$ cat src/eifs_pkg.sv
// eifs_pkg: shared constants and types for the event input function unit.
// assumes one 40 MHz controller clock and an AHB-Lite register bus.
package eifs_pkg;

  // ----------------------------------------
  // widths and timing
  // ----------------------------------------
  localparam int VAL_W   = 16;
  localparam int FN_W    = 4;
  localparam int ADDR_W  = 8;
  localparam int CLK_MHZ = 40;

  // ----------------------------------------
  // event function codes
  // ----------------------------------------
  typedef enum logic [FN_W-1:0] {
    EIFS_FN_NONE      = 4'h0,
    EIFS_FN_SP_SWAP   = 4'h1,
    EIFS_FN_GAIN_SWAP = 4'h2,
    EIFS_FN_COMBINED  = 4'h3,
    EIFS_FN_CLR_A1    = 4'h4,
    EIFS_FN_CLR_A2    = 4'h5,
    EIFS_FN_CLR_BOTH  = 4'h6,
    EIFS_FN_MUTE1     = 4'h7,
    EIFS_FN_MUTE2     = 4'h8,
    EIFS_FN_MUTE_BOTH = 4'h9,
    EIFS_FN_LOCK      = 4'hA
  } eifs_fn_t;

  // ----------------------------------------
  // bus slave states
  // ----------------------------------------
  typedef enum logic [1:0] {
    EIFS_BUS_IDLE  = 2'b00,
    EIFS_BUS_WRITE = 2'b01,
    EIFS_BUS_RWAIT = 2'b10,
    EIFS_BUS_RDONE = 2'b11
  } eifs_bus_t;

  // ----------------------------------------
  // register offsets (byte addresses)
  // ----------------------------------------
  localparam logic [ADDR_W-1:0] OFS_CTRL   = 8'h00;
  localparam logic [ADDR_W-1:0] OFS_PRI_SP = 8'h04;
  localparam logic [ADDR_W-1:0] OFS_SEC_SP = 8'h08;
  localparam logic [ADDR_W-1:0] OFS_BAND_A = 8'h0C;
  localparam logic [ADDR_W-1:0] OFS_INTG_A = 8'h10;
  localparam logic [ADDR_W-1:0] OFS_DRV_A  = 8'h14;
  localparam logic [ADDR_W-1:0] OFS_BAND_B = 8'h18;
  localparam logic [ADDR_W-1:0] OFS_INTG_B = 8'h1C;
  localparam logic [ADDR_W-1:0] OFS_DRV_B  = 8'h20;
  localparam logic [ADDR_W-1:0] OFS_STATE  = 8'h24;
  localparam logic [ADDR_W-1:0] OFS_STATUS = 8'h28;
  localparam logic [ADDR_W-1:0] OFS_MASK   = 8'h2C;

  // ----------------------------------------
  // field positions and reset values
  // ----------------------------------------
  localparam int CTRL_FN_LSB  = 0;
  localparam int CTRL_FMT_BIT = 4;
  localparam int ST_ABORT     = 0;
  localparam int ST_ALM1      = 1;
  localparam int ST_ALM2      = 2;
  localparam int ST_ACT       = 3;
  localparam int ST_REL       = 4;
  localparam int ST_W         = 5;
  localparam logic [VAL_W-1:0] RST_VAL  = 16'h0000;
  localparam logic [FN_W-1:0]  RST_FN   = 4'h0;
  localparam logic [ST_W-1:0]  RST_MASK = 5'h00;

endpackage

$ cat src/eifs_sync.sv
// eifs_sync: two-stage synchroniser with activation and release edges.
// assumes the raw event level may change at any time.
`timescale 1ns/1ps
module eifs_sync (
  input  wire logic sys_clk, // controller clock
  input  wire logic reset,   // synchronous, active high
  input  wire logic din,     // raw event level
  output logic      level,   // synchronised level
  output logic      rise,    // one-cycle activation pulse
  output logic      fall     // one-cycle release pulse
);
  logic meta;
  logic prev;

  always_ff @(posedge sys_clk) begin
    if (reset) begin
      meta  <= 1'b0;
      level <= 1'b0;
      prev  <= 1'b0;
    end else begin
      meta  <= din;
      level <= meta;
      prev  <= level;
    end
  end

  assign rise = level & ~prev;
  assign fall = ~level & prev;
endmodule

$ cat src/eifs_alarm_latch.sv
// eifs_alarm_latch: latching alarm or dwell output with event reset.
// assumes cond is the live alarm condition from the alarm logic.
`timescale 1ns/1ps
module eifs_alarm_latch (
  input  wire logic sys_clk,  // controller clock
  input  wire logic reset,    // synchronous, active high
  input  wire logic cond,     // alarm or timeout condition
  input  wire logic clear_fn, // a clearing function is selected
  input  wire logic evt,      // synchronised event level
  input  wire logic act,      // activation pulse
  output logic      latched,  // alarm output
  output logic      raised    // pulse when alarm becomes set
);
  wire hold_off  = clear_fn & evt;
  wire do_clear  = clear_fn & act;
  wire set_cond  = cond & ~hold_off;
  wire next_latched = do_clear ? 1'b0 : (set_cond | latched);

  assign raised = ~latched & next_latched;

  always_ff @(posedge sys_clk) begin
    if (reset) latched <= 1'b0;
    else latched <= next_latched;
  end
endmodule

$ cat src/eifs_core.sv
// eifs_core: event input function unit with AHB-Lite register slave.
// assumes a single bus master, whole-word single transfers, one clock.
//
// The register addresses and the AHB-Lite slave port were chosen for this implementation.
`timescale 1ns/1ps
module eifs_core
  import eifs_pkg::*;
(
  input  wire logic                     sys_clk,        // controller clock
  input  wire logic                     reset,          // synchronous, high
  input  wire logic                     hsel,           // slave select
  input  wire logic [31:0]              haddr,          // byte address
  input  wire logic [1:0]               htrans,         // transfer type
  input  wire logic                     hwrite,         // write request
  input  wire logic [2:0]               hsize,          // word only
  input  wire logic [31:0]              hwdata,         // write data
  input  wire logic                     hready,         // bus ready
  output logic      [31:0]              hrdata,         // read data
  output logic                          hreadyout,      // slave ready
  output logic                          hresp,          // always okay
  input  wire logic                     event_in,       // raw event level
  input  wire logic                     alarm_one_cond, // alarm one condition
  input  wire logic                     alarm_two_cond, // alarm two condition
  input  wire logic                     tune_active,    // tuning running
  input  wire logic                     tune_done,      // tuning finished
  input  wire logic [eifs_pkg::VAL_W-1:0] tune_pb,      // found band
  input  wire logic [eifs_pkg::VAL_W-1:0] tune_ti,      // found integral
  input  wire logic [eifs_pkg::VAL_W-1:0] tune_td,      // found derivative
  input  wire logic [eifs_pkg::VAL_W-1:0] demand_one_in, // loop demand one
  input  wire logic [eifs_pkg::VAL_W-1:0] demand_two_in, // loop demand two
  output logic [eifs_pkg::VAL_W-1:0]    active_setpoint, // set point in use
  output logic [eifs_pkg::VAL_W-1:0]    active_prop_band, // band in use
  output logic [eifs_pkg::VAL_W-1:0]    active_integral, // integral in use
  output logic [eifs_pkg::VAL_W-1:0]    active_derivative, // derivative in use
  output logic [eifs_pkg::VAL_W-1:0]    out_one_demand, // demand to output 1
  output logic [eifs_pkg::VAL_W-1:0]    out_two_demand, // demand to output 2
  output logic                          alarm_one,      // alarm one output
  output logic                          alarm_two,      // alarm two output
  output logic                          tune_abort,     // tuning error pulse
  output logic                          irq             // interrupt level
);
  import eifs_pkg::*;

  // ----------------------------------------
  // configuration and parameter registers
  // ----------------------------------------
  logic [FN_W-1:0]  event_function_select;
  logic             secondary_setpoint_format;
  logic [VAL_W-1:0] primary_setpoint;
  logic [VAL_W-1:0] secondary_setpoint;
  logic [VAL_W-1:0] first_prop_band;
  logic [VAL_W-1:0] first_integral_time;
  logic [VAL_W-1:0] first_derivative_time;
  logic [VAL_W-1:0] second_prop_band;
  logic [VAL_W-1:0] second_integral_time;
  logic [VAL_W-1:0] second_derivative_time;
  logic [ST_W-1:0]  status;
  logic [ST_W-1:0]  mask;

  // ----------------------------------------
  // event input
  // ----------------------------------------
  logic evt;
  logic evt_act;
  logic evt_rel;

  eifs_sync u_sync (
    .sys_clk (sys_clk),
    .reset   (reset),
    .din     (event_in),
    .level   (evt),
    .rise    (evt_act),
    .fall    (evt_rel)
  );

  // ----------------------------------------
  // function decode
  // ----------------------------------------
  wire fn_sp    = event_function_select == EIFS_FN_SP_SWAP;
  wire fn_gain  = event_function_select == EIFS_FN_GAIN_SWAP;
  wire fn_comb  = event_function_select == EIFS_FN_COMBINED;
  wire fn_ca1   = event_function_select == EIFS_FN_CLR_A1;
  wire fn_ca2   = event_function_select == EIFS_FN_CLR_A2;
  wire fn_cab   = event_function_select == EIFS_FN_CLR_BOTH;
  wire fn_m1    = event_function_select == EIFS_FN_MUTE1;
  wire fn_m2    = event_function_select == EIFS_FN_MUTE2;
  wire fn_mb    = event_function_select == EIFS_FN_MUTE_BOTH;
  wire fn_lock  = event_function_select == EIFS_FN_LOCK;

  // no-function and the other codes leave both selections off
  wire use_sec_sp = evt & (fn_sp | fn_comb);
  wire use_gain2 = evt & (fn_gain | fn_comb);
  wire mute_one  = evt & (fn_m1 | fn_mb);
  wire mute_two  = evt & (fn_m2 | fn_mb);
  wire locked    = evt & fn_lock;

  // offset sum wraps at the value width; range limits belong to the loop
  wire [VAL_W-1:0] offset_sum = VAL_W'(primary_setpoint + secondary_setpoint);
  wire [VAL_W-1:0] second_sp = secondary_setpoint_format ? offset_sum
                                                         : secondary_setpoint;
  wire [VAL_W-1:0] next_sp  = use_sec_sp ? second_sp : primary_setpoint;
  wire [VAL_W-1:0] next_pb  = use_gain2 ? second_prop_band : first_prop_band;
  wire [VAL_W-1:0] next_ti  = use_gain2 ? second_integral_time : first_integral_time;
  wire [VAL_W-1:0] next_td  = use_gain2 ? second_derivative_time : first_derivative_time;

  // set-point source change while tuning is running
  wire sp_src_flip = (evt_act | evt_rel) & (fn_sp | fn_comb);
  wire next_abort  = tune_active & sp_src_flip;

  always_ff @(posedge sys_clk) begin
    if (reset) begin
      active_setpoint   <= RST_VAL;
      active_prop_band  <= RST_VAL;
      active_integral   <= RST_VAL;
      active_derivative <= RST_VAL;
      out_one_demand    <= RST_VAL;
      out_two_demand    <= RST_VAL;
      tune_abort        <= 1'b0;
    end else begin
      active_setpoint   <= next_sp;
      active_prop_band  <= next_pb;
      active_integral   <= next_ti;
      active_derivative <= next_td;
      out_one_demand    <= mute_one ? RST_VAL : demand_one_in;
      out_two_demand    <= mute_two ? RST_VAL : demand_two_in;
      tune_abort        <= next_abort;
    end
  end

  // ----------------------------------------
  // alarms
  // ----------------------------------------
  logic alm1_raised;
  logic alm2_raised;

  eifs_alarm_latch u_alarm_one (
    .sys_clk  (sys_clk),
    .reset    (reset),
    .cond     (alarm_one_cond),
    .clear_fn (fn_ca1 | fn_cab),
    .evt      (evt),
    .act      (evt_act),
    .latched  (alarm_one),
    .raised   (alm1_raised)
  );

  eifs_alarm_latch u_alarm_two (
    .sys_clk  (sys_clk),
    .reset    (reset),
    .cond     (alarm_two_cond),
    .clear_fn (fn_ca2 | fn_cab),
    .evt      (evt),
    .act      (evt_act),
    .latched  (alarm_two),
    .raised   (alm2_raised)
  );

  // ----------------------------------------
  // AHB-Lite slave
  // ----------------------------------------
  eifs_bus_t        bus_state;
  logic [ADDR_W-1:0] addr_q;

  wire accept   = hsel & htrans[1] & hready;
  wire wr_phase = bus_state == EIFS_BUS_WRITE;
  wire [ADDR_W-1:0] a_word = {addr_q[ADDR_W-1:2], 2'b00};
  wire cfg_we   = wr_phase & ~locked;
  wire we_ctrl  = cfg_we & (a_word == OFS_CTRL);
  wire we_psp    = cfg_we & (a_word == OFS_PRI_SP);
  wire we_ssp    = cfg_we & (a_word == OFS_SEC_SP);
  wire we_band_a = cfg_we & (a_word == OFS_BAND_A);
  wire we_intg_a = cfg_we & (a_word == OFS_INTG_A);
  wire we_drv_a  = cfg_we & (a_word == OFS_DRV_A);
  wire we_band_b = cfg_we & (a_word == OFS_BAND_B);
  wire we_intg_b = cfg_we & (a_word == OFS_INTG_B);
  wire we_drv_b  = cfg_we & (a_word == OFS_DRV_B);
  // status and mask stay reachable under lock so software can service irq
  wire we_stat  = wr_phase & (a_word == OFS_STATUS);
  wire we_mask  = wr_phase & (a_word == OFS_MASK);

  // reads pay one wait state so a write just before is always visible
  assign hreadyout = bus_state != EIFS_BUS_RWAIT;
  assign hresp     = 1'b0;

  always_ff @(posedge sys_clk) begin
    if (reset) begin
      bus_state <= EIFS_BUS_IDLE;
      addr_q    <= '0;
    end else begin
      case (bus_state)
        EIFS_BUS_RWAIT: bus_state <= EIFS_BUS_RDONE;
        default: begin
          if (accept) begin
            addr_q    <= haddr[ADDR_W-1:0];
            bus_state <= hwrite ? EIFS_BUS_WRITE : EIFS_BUS_RWAIT;
          end else begin
            bus_state <= EIFS_BUS_IDLE;
          end
        end
      endcase
    end
  end

  // ----------------------------------------
  // register updates
  // ----------------------------------------
  // a finished tuning run wins over a bus write to the same gain word
  wire tune_g1 = tune_done & ~use_gain2;
  wire tune_g2 = tune_done & use_gain2;

  always_ff @(posedge sys_clk) begin
    if (reset) begin
      event_function_select     <= RST_FN;
      secondary_setpoint_format <= 1'b0;
      primary_setpoint          <= RST_VAL;
      secondary_setpoint        <= RST_VAL;
      mask                      <= RST_MASK;
    end else begin
      if (we_ctrl) begin
        event_function_select     <= hwdata[CTRL_FN_LSB +: FN_W];
        secondary_setpoint_format <= hwdata[CTRL_FMT_BIT];
      end
      if (we_psp) primary_setpoint <= hwdata[VAL_W-1:0];
      if (we_ssp) secondary_setpoint <= hwdata[VAL_W-1:0];
      if (we_mask) mask <= hwdata[ST_W-1:0];
    end
  end

  always_ff @(posedge sys_clk) begin
    if (reset) begin
      first_prop_band        <= RST_VAL;
      first_integral_time    <= RST_VAL;
      first_derivative_time  <= RST_VAL;
      second_prop_band       <= RST_VAL;
      second_integral_time   <= RST_VAL;
      second_derivative_time <= RST_VAL;
    end else begin
      if (tune_g1) begin
        first_prop_band       <= tune_pb;
        first_integral_time   <= tune_ti;
        first_derivative_time <= tune_td;
      end else begin
        if (we_band_a) first_prop_band <= hwdata[VAL_W-1:0];
        if (we_intg_a) first_integral_time <= hwdata[VAL_W-1:0];
        if (we_drv_a) first_derivative_time <= hwdata[VAL_W-1:0];
      end
      if (tune_g2) begin
        second_prop_band       <= tune_pb;
        second_integral_time   <= tune_ti;
        second_derivative_time <= tune_td;
      end else begin
        if (we_band_b) second_prop_band <= hwdata[VAL_W-1:0];
        if (we_intg_b) second_integral_time <= hwdata[VAL_W-1:0];
        if (we_drv_b) second_derivative_time <= hwdata[VAL_W-1:0];
      end
    end
  end

  // ----------------------------------------
  // interrupt status
  // ----------------------------------------
  wire [ST_W-1:0] events = {evt_rel, evt_act, alm2_raised, alm1_raised, next_abort};
  wire [ST_W-1:0] w1c    = we_stat ? hwdata[ST_W-1:0] : '0;
  // a new event in the clearing cycle survives the clear
  wire [ST_W-1:0] next_status = (status & ~w1c) | events;

  always_ff @(posedge sys_clk) begin
    if (reset) begin
      status <= '0;
      irq    <= 1'b0;
    end else begin
      status <= next_status;
      irq    <= |(next_status & mask);
    end
  end

  // ----------------------------------------
  // read mux
  // ----------------------------------------
  wire [31:0] rd_ctrl  = {27'h0, secondary_setpoint_format, event_function_select};
  wire [31:0] rd_state = {26'h0, locked, use_gain2, use_sec_sp, alarm_two, alarm_one, evt};
  logic [31:0] rd_mux;

  always_comb begin
    case (a_word)
      OFS_CTRL:   rd_mux = rd_ctrl;
      OFS_PRI_SP: rd_mux = {16'h0, primary_setpoint};
      OFS_SEC_SP: rd_mux = {16'h0, secondary_setpoint};
      OFS_BAND_A: rd_mux = {16'h0, first_prop_band};
      OFS_INTG_A: rd_mux = {16'h0, first_integral_time};
      OFS_DRV_A:  rd_mux = {16'h0, first_derivative_time};
      OFS_BAND_B: rd_mux = {16'h0, second_prop_band};
      OFS_INTG_B: rd_mux = {16'h0, second_integral_time};
      OFS_DRV_B:  rd_mux = {16'h0, second_derivative_time};
      OFS_STATE:  rd_mux = rd_state;
      OFS_STATUS: rd_mux = {27'h0, status};
      OFS_MASK:   rd_mux = {27'h0, mask};
      default:    rd_mux = 32'h0;
    endcase
  end

  always_ff @(posedge sys_clk) begin
    if (reset) hrdata <= 32'h0;
    else if (bus_state == EIFS_BUS_RWAIT) hrdata <= rd_mux;
  end
endmodule

$ cat config.mk
export PLATFORM = sky130hd
export DESIGN_NAME = eifs_core
export DESIGN_NICKNAME = d
export VERILOG_FILES = /design/src/eifs_pkg.sv /design/src/eifs_sync.sv /design/src/eifs_alarm_latch.sv /design/src/eifs_core.sv
export SDC_FILE = /design/constraint.sdc
export NUM_CORES = 1
export LEC_CHECK = 0
export ABC_AREA = 1
export BUFFER_PORTS_ARGS = -buffer_cell sky130_fd_sc_hd__buf_4
export CAP_MARGIN = 10
export CELL_PAD_IN_SITES_DETAIL_PLACEMENT = 1
export CELL_PAD_IN_SITES_GLOBAL_PLACEMENT = 1
export CORE_MARGIN = 4
export CORE_UTILIZATION = 38
export DETAILED_ROUTE_END_ITERATION = 10
export PLACE_DENSITY_LB_ADDON = 0.08
export SLEW_MARGIN = 20
export SYNTH_ARGS = -nofsm -noshare
export SYNTH_HDL_FRONTEND = slang
export SYNTH_SLANG_ARGS = --single-unit
$ cat constraint.sdc
create_clock -name sys_clk -period 2 [get_ports sys_clk]
set_clock_uncertainty 0.05 [all_clocks]
set_input_delay 0.2 -clock sys_clk [delete_from_list [all_inputs] [get_ports sys_clk]]
set_output_delay 0.2 -clock sys_clk [all_outputs]
set_load 0.05 [all_outputs]
==> metrics.txt <==
clock root buffer=clkbuf_16; RePlAce Congestion=0.8901; max_cap viols=0; CTS tree=done; Finish-stage setup viols=0; PD cells=746.6 nW/um^2; CP arrival=2.35 ns; DRC viols=0; most frequent cells in the layout=nand2_1, buf_4, dfxtp_1; die height=188.1 um; WP data required=2.39 ns; Seq/Total Area, Yosys=0.4384; register area=5409 um^2; Lkg Pwr=7.707 nW; cell family with most CP delay=simple AND/OR/NAND/NOR gates; unrepaired setup endpoints after global routing=true; fillers=4045; kind of critical path=register to register; final wirelength=53310 um; Vias/cell=5.186; Synthesis Warnings=0; Slew HR=0.5685; CP endpoint kind=register; Detail Route met2 WL=25060 um; vias in the first global route=13760; Cell Chain, Critical Path=nor2_4 -> nand3_2 -> nor2_2 -> inv_2 -> o21ai_2 -> inv_4 -> o21ai_0 -> a21oi_1; routed wl met3=3966 um; Placed Cells=2477; Nets=2342; ranking of synthesized cells by area=dfxtp_1, nand2_1, o21ai_0; slowest CP cell=dfxtp_1; critical-path maximum fanout=19; period utilization=0.9782; Total Routing Usage GR=0.2860; Area Overhead vs Synth=37.49%; highest metal layer with signal wires=met4; die width=188.1 um; wire length of the first global-routing pass=80370 um; initial antenna violation count=1; r2r setup slk=0.04 ns; antenna-violating nets left=0; Core ar.=31800 um^2; Initial Util=0.3877; largest net degree at the start of global routing=98; crit path buf inv count=2; Finished Layout Cells=2618; Multi-input gate area=5821 um^2; H-Tree Depth=1; count of cell types in the netlist=34; share of cells above drive strength 1=0.1948; post-synth top area cell=dfxtp_1; post-route setup TNS=0 ns; Starting DRT DRC Count=975; CTS sink count=270; Worst Hold Class=input port to register; Core Rows=65; Finished Core Util=0.5330; M1 WL=22970 um; flip-flop and latch count after synthesis=270; IO Pins=293; PortBufs=229; Post-Syn Area=12330 um^2; final slew viol count=0; clk buf depth=3; routed len/inst=20.36 um; Net Switching=3.459 mW; status=finished clean; Detailed Routing Iterations Pass 1=5; Mapped Avg Cell Area=6.834 um^2; Die Area=35390 um^2; Clock power frac=0.421; Worst-Margin Slew=0.6456 ns; Yosys top cell area share=0.4384; Sw Share=0.2733; max frequency=511.2 MHz; Final Hold Fails=0; Combinational Power Share=0.133; Vias=13580; Mapped Cells=1804; hpwl dp=37120 um; Max VDD drop=651.3 uV; Power Total=12.66 mW; Seq pwr share=0.447; TritonCTS Buffers=30; CP max stage delay=0.33 ns; commonest non-fill, non-tap cell in the layout=nand2_1; GRT overflow=0; crit start category=register; min Tclk post-route=1.956 ns; P_int=9.196 mW; Worst-Skew Late Latency=0.58 ns; Clock Pin Slew Worst Setup and Hold Paths=0.06 ns
[power groups by stage]
| stage | combinational (mW) | sequential, mW | clock [mW] |
|---|---|---|---|
| after global placement | 1.47 | 5.76 | 0 |
| after global routing | 1.79 | 5.67 | 5.62 |
| after CTS | 1.64 | 5.65 | 5.40 |
| after floorplan | 0.598 | 6.02 | 0 |
| final | 1.68 | 5.65 | 5.32 |
| after detailed placement | 1.49 | 5.77 | 0 |
[per-layer routing]
layer / vias up / track usage
met5: - / 0
met3: 80 / 0.04989
met2: 484 / 0.4800
met1: 6533 / 0.3834
li1: 6479 / -
met4: 0 / 0.07086
[registers in the layout (all words and copies together), names as in the netlist, 2 cells and up]
register	cells
second_prop_band	16
hrdata	16
first_prop_band	16
mask	5
active_integral	16
addr_q	6
secondary_setpoint	16
first_integral_time	16
out_one_demand	16
bus_state	2
event_function_select	4
second_derivative_time	16
active_derivative	16
out_two_demand	16
primary_setpoint	16
second_integral_time	16
status	5
active_prop_band	16
active_setpoint	16
first_derivative_time	16
[per-stage QoR]
step | hold WS [ns] | instance area [um^2] | setup WS, ns
2_1_floorplan | 0.2570 | 12390 | 0.1923
3_3_place_gp | 0.3485 | 15020 | 0.1174
3_5_place_dp | 0.3553 | 15020 | 0.08055
4_1_cts | 0.001570 | 16780 | 0.01543
5_1_grt | 0.03144 | 16950 | -0.1060
6_report | 0.01837 | 16950 | 0.04364
[what timing repair did]
action,in CTS,in global routing
hold endpoints to repair,132,0
hold buffers,84,0
endpoints found under the setup margin,1,77
buffers inserted,0,6
pin swaps,0,1
resized for setup,2,38
gates cloned,0,1
[cells in the mapped netlist (all sizes together)]
| library cell | n |
|---|---|
| o22ai | 3 |
| xor2 | 4 |
| a211oi | 2 |
| nor2 | 222 |
| xnor2 | 3 |
| buf | 52 |
| nand4 | 7 |
| ha | 17 |
| inv | 187 |
| or2 | 1 |
| clkbuf | 50 |
| a21oi | 188 |
| o21a | 1 |
| o21ai | 238 |
| fa | 1 |
| nand3b | 2 |
| a31oi | 31 |
| clkinv | 2 |
| conb | 1 |
| dfxtp | 270 |
| nand3 | 39 |
| nand2 | 466 |
| a22oi | 3 |
| nor3 | 14 |
[worst paths after layout]
check,startpoint,endpoint,depth (start not counted)
worst max-delay path,addr_q[7],second_prop_band[8],8
worst max register to register,addr_q[7],second_prop_band[8],8
worst min register to register,u_sync.meta,u_sync.level,2
worst min-delay path,tune_pb[2],second_prop_band[2],5
[area by class of cell]
| class | instances | share of cell area |
|---|---|---|
| multi-input cells | 1259 | 0.3434 |
| flip-flops and latches | 270 | 0.3191 |
| repair buffers | 415 | 0.2080 |
| clock buffers | 42 | 0.04990 |
| inverters | 189 | 0.04289 |
| well taps | 435 | 0.03211 |
| clock inverters | 7 | 0.004429 |
| diodes | 1 | 0.0001476 |
[tightest hold or removal path, stage by stage]
cell and delay (ns):
buf_4 0.11, inv_1 0.07, o21ai_0 0.09, nand2_1 0.07, a21oi_1 0.06
[logic make-up after synthesis]
family,Yosys count,share of synthesized area
fa+ha+maj,18,0.01888
flops,270,0.4384
xor+xnor,7,0.004973
buf+inv,291,0.09794
compound gates,466,0.1975
other cells,1,0.0003042
simple gates,751,0.2420
Note: power is estimated with default switching activity, not from simulation.
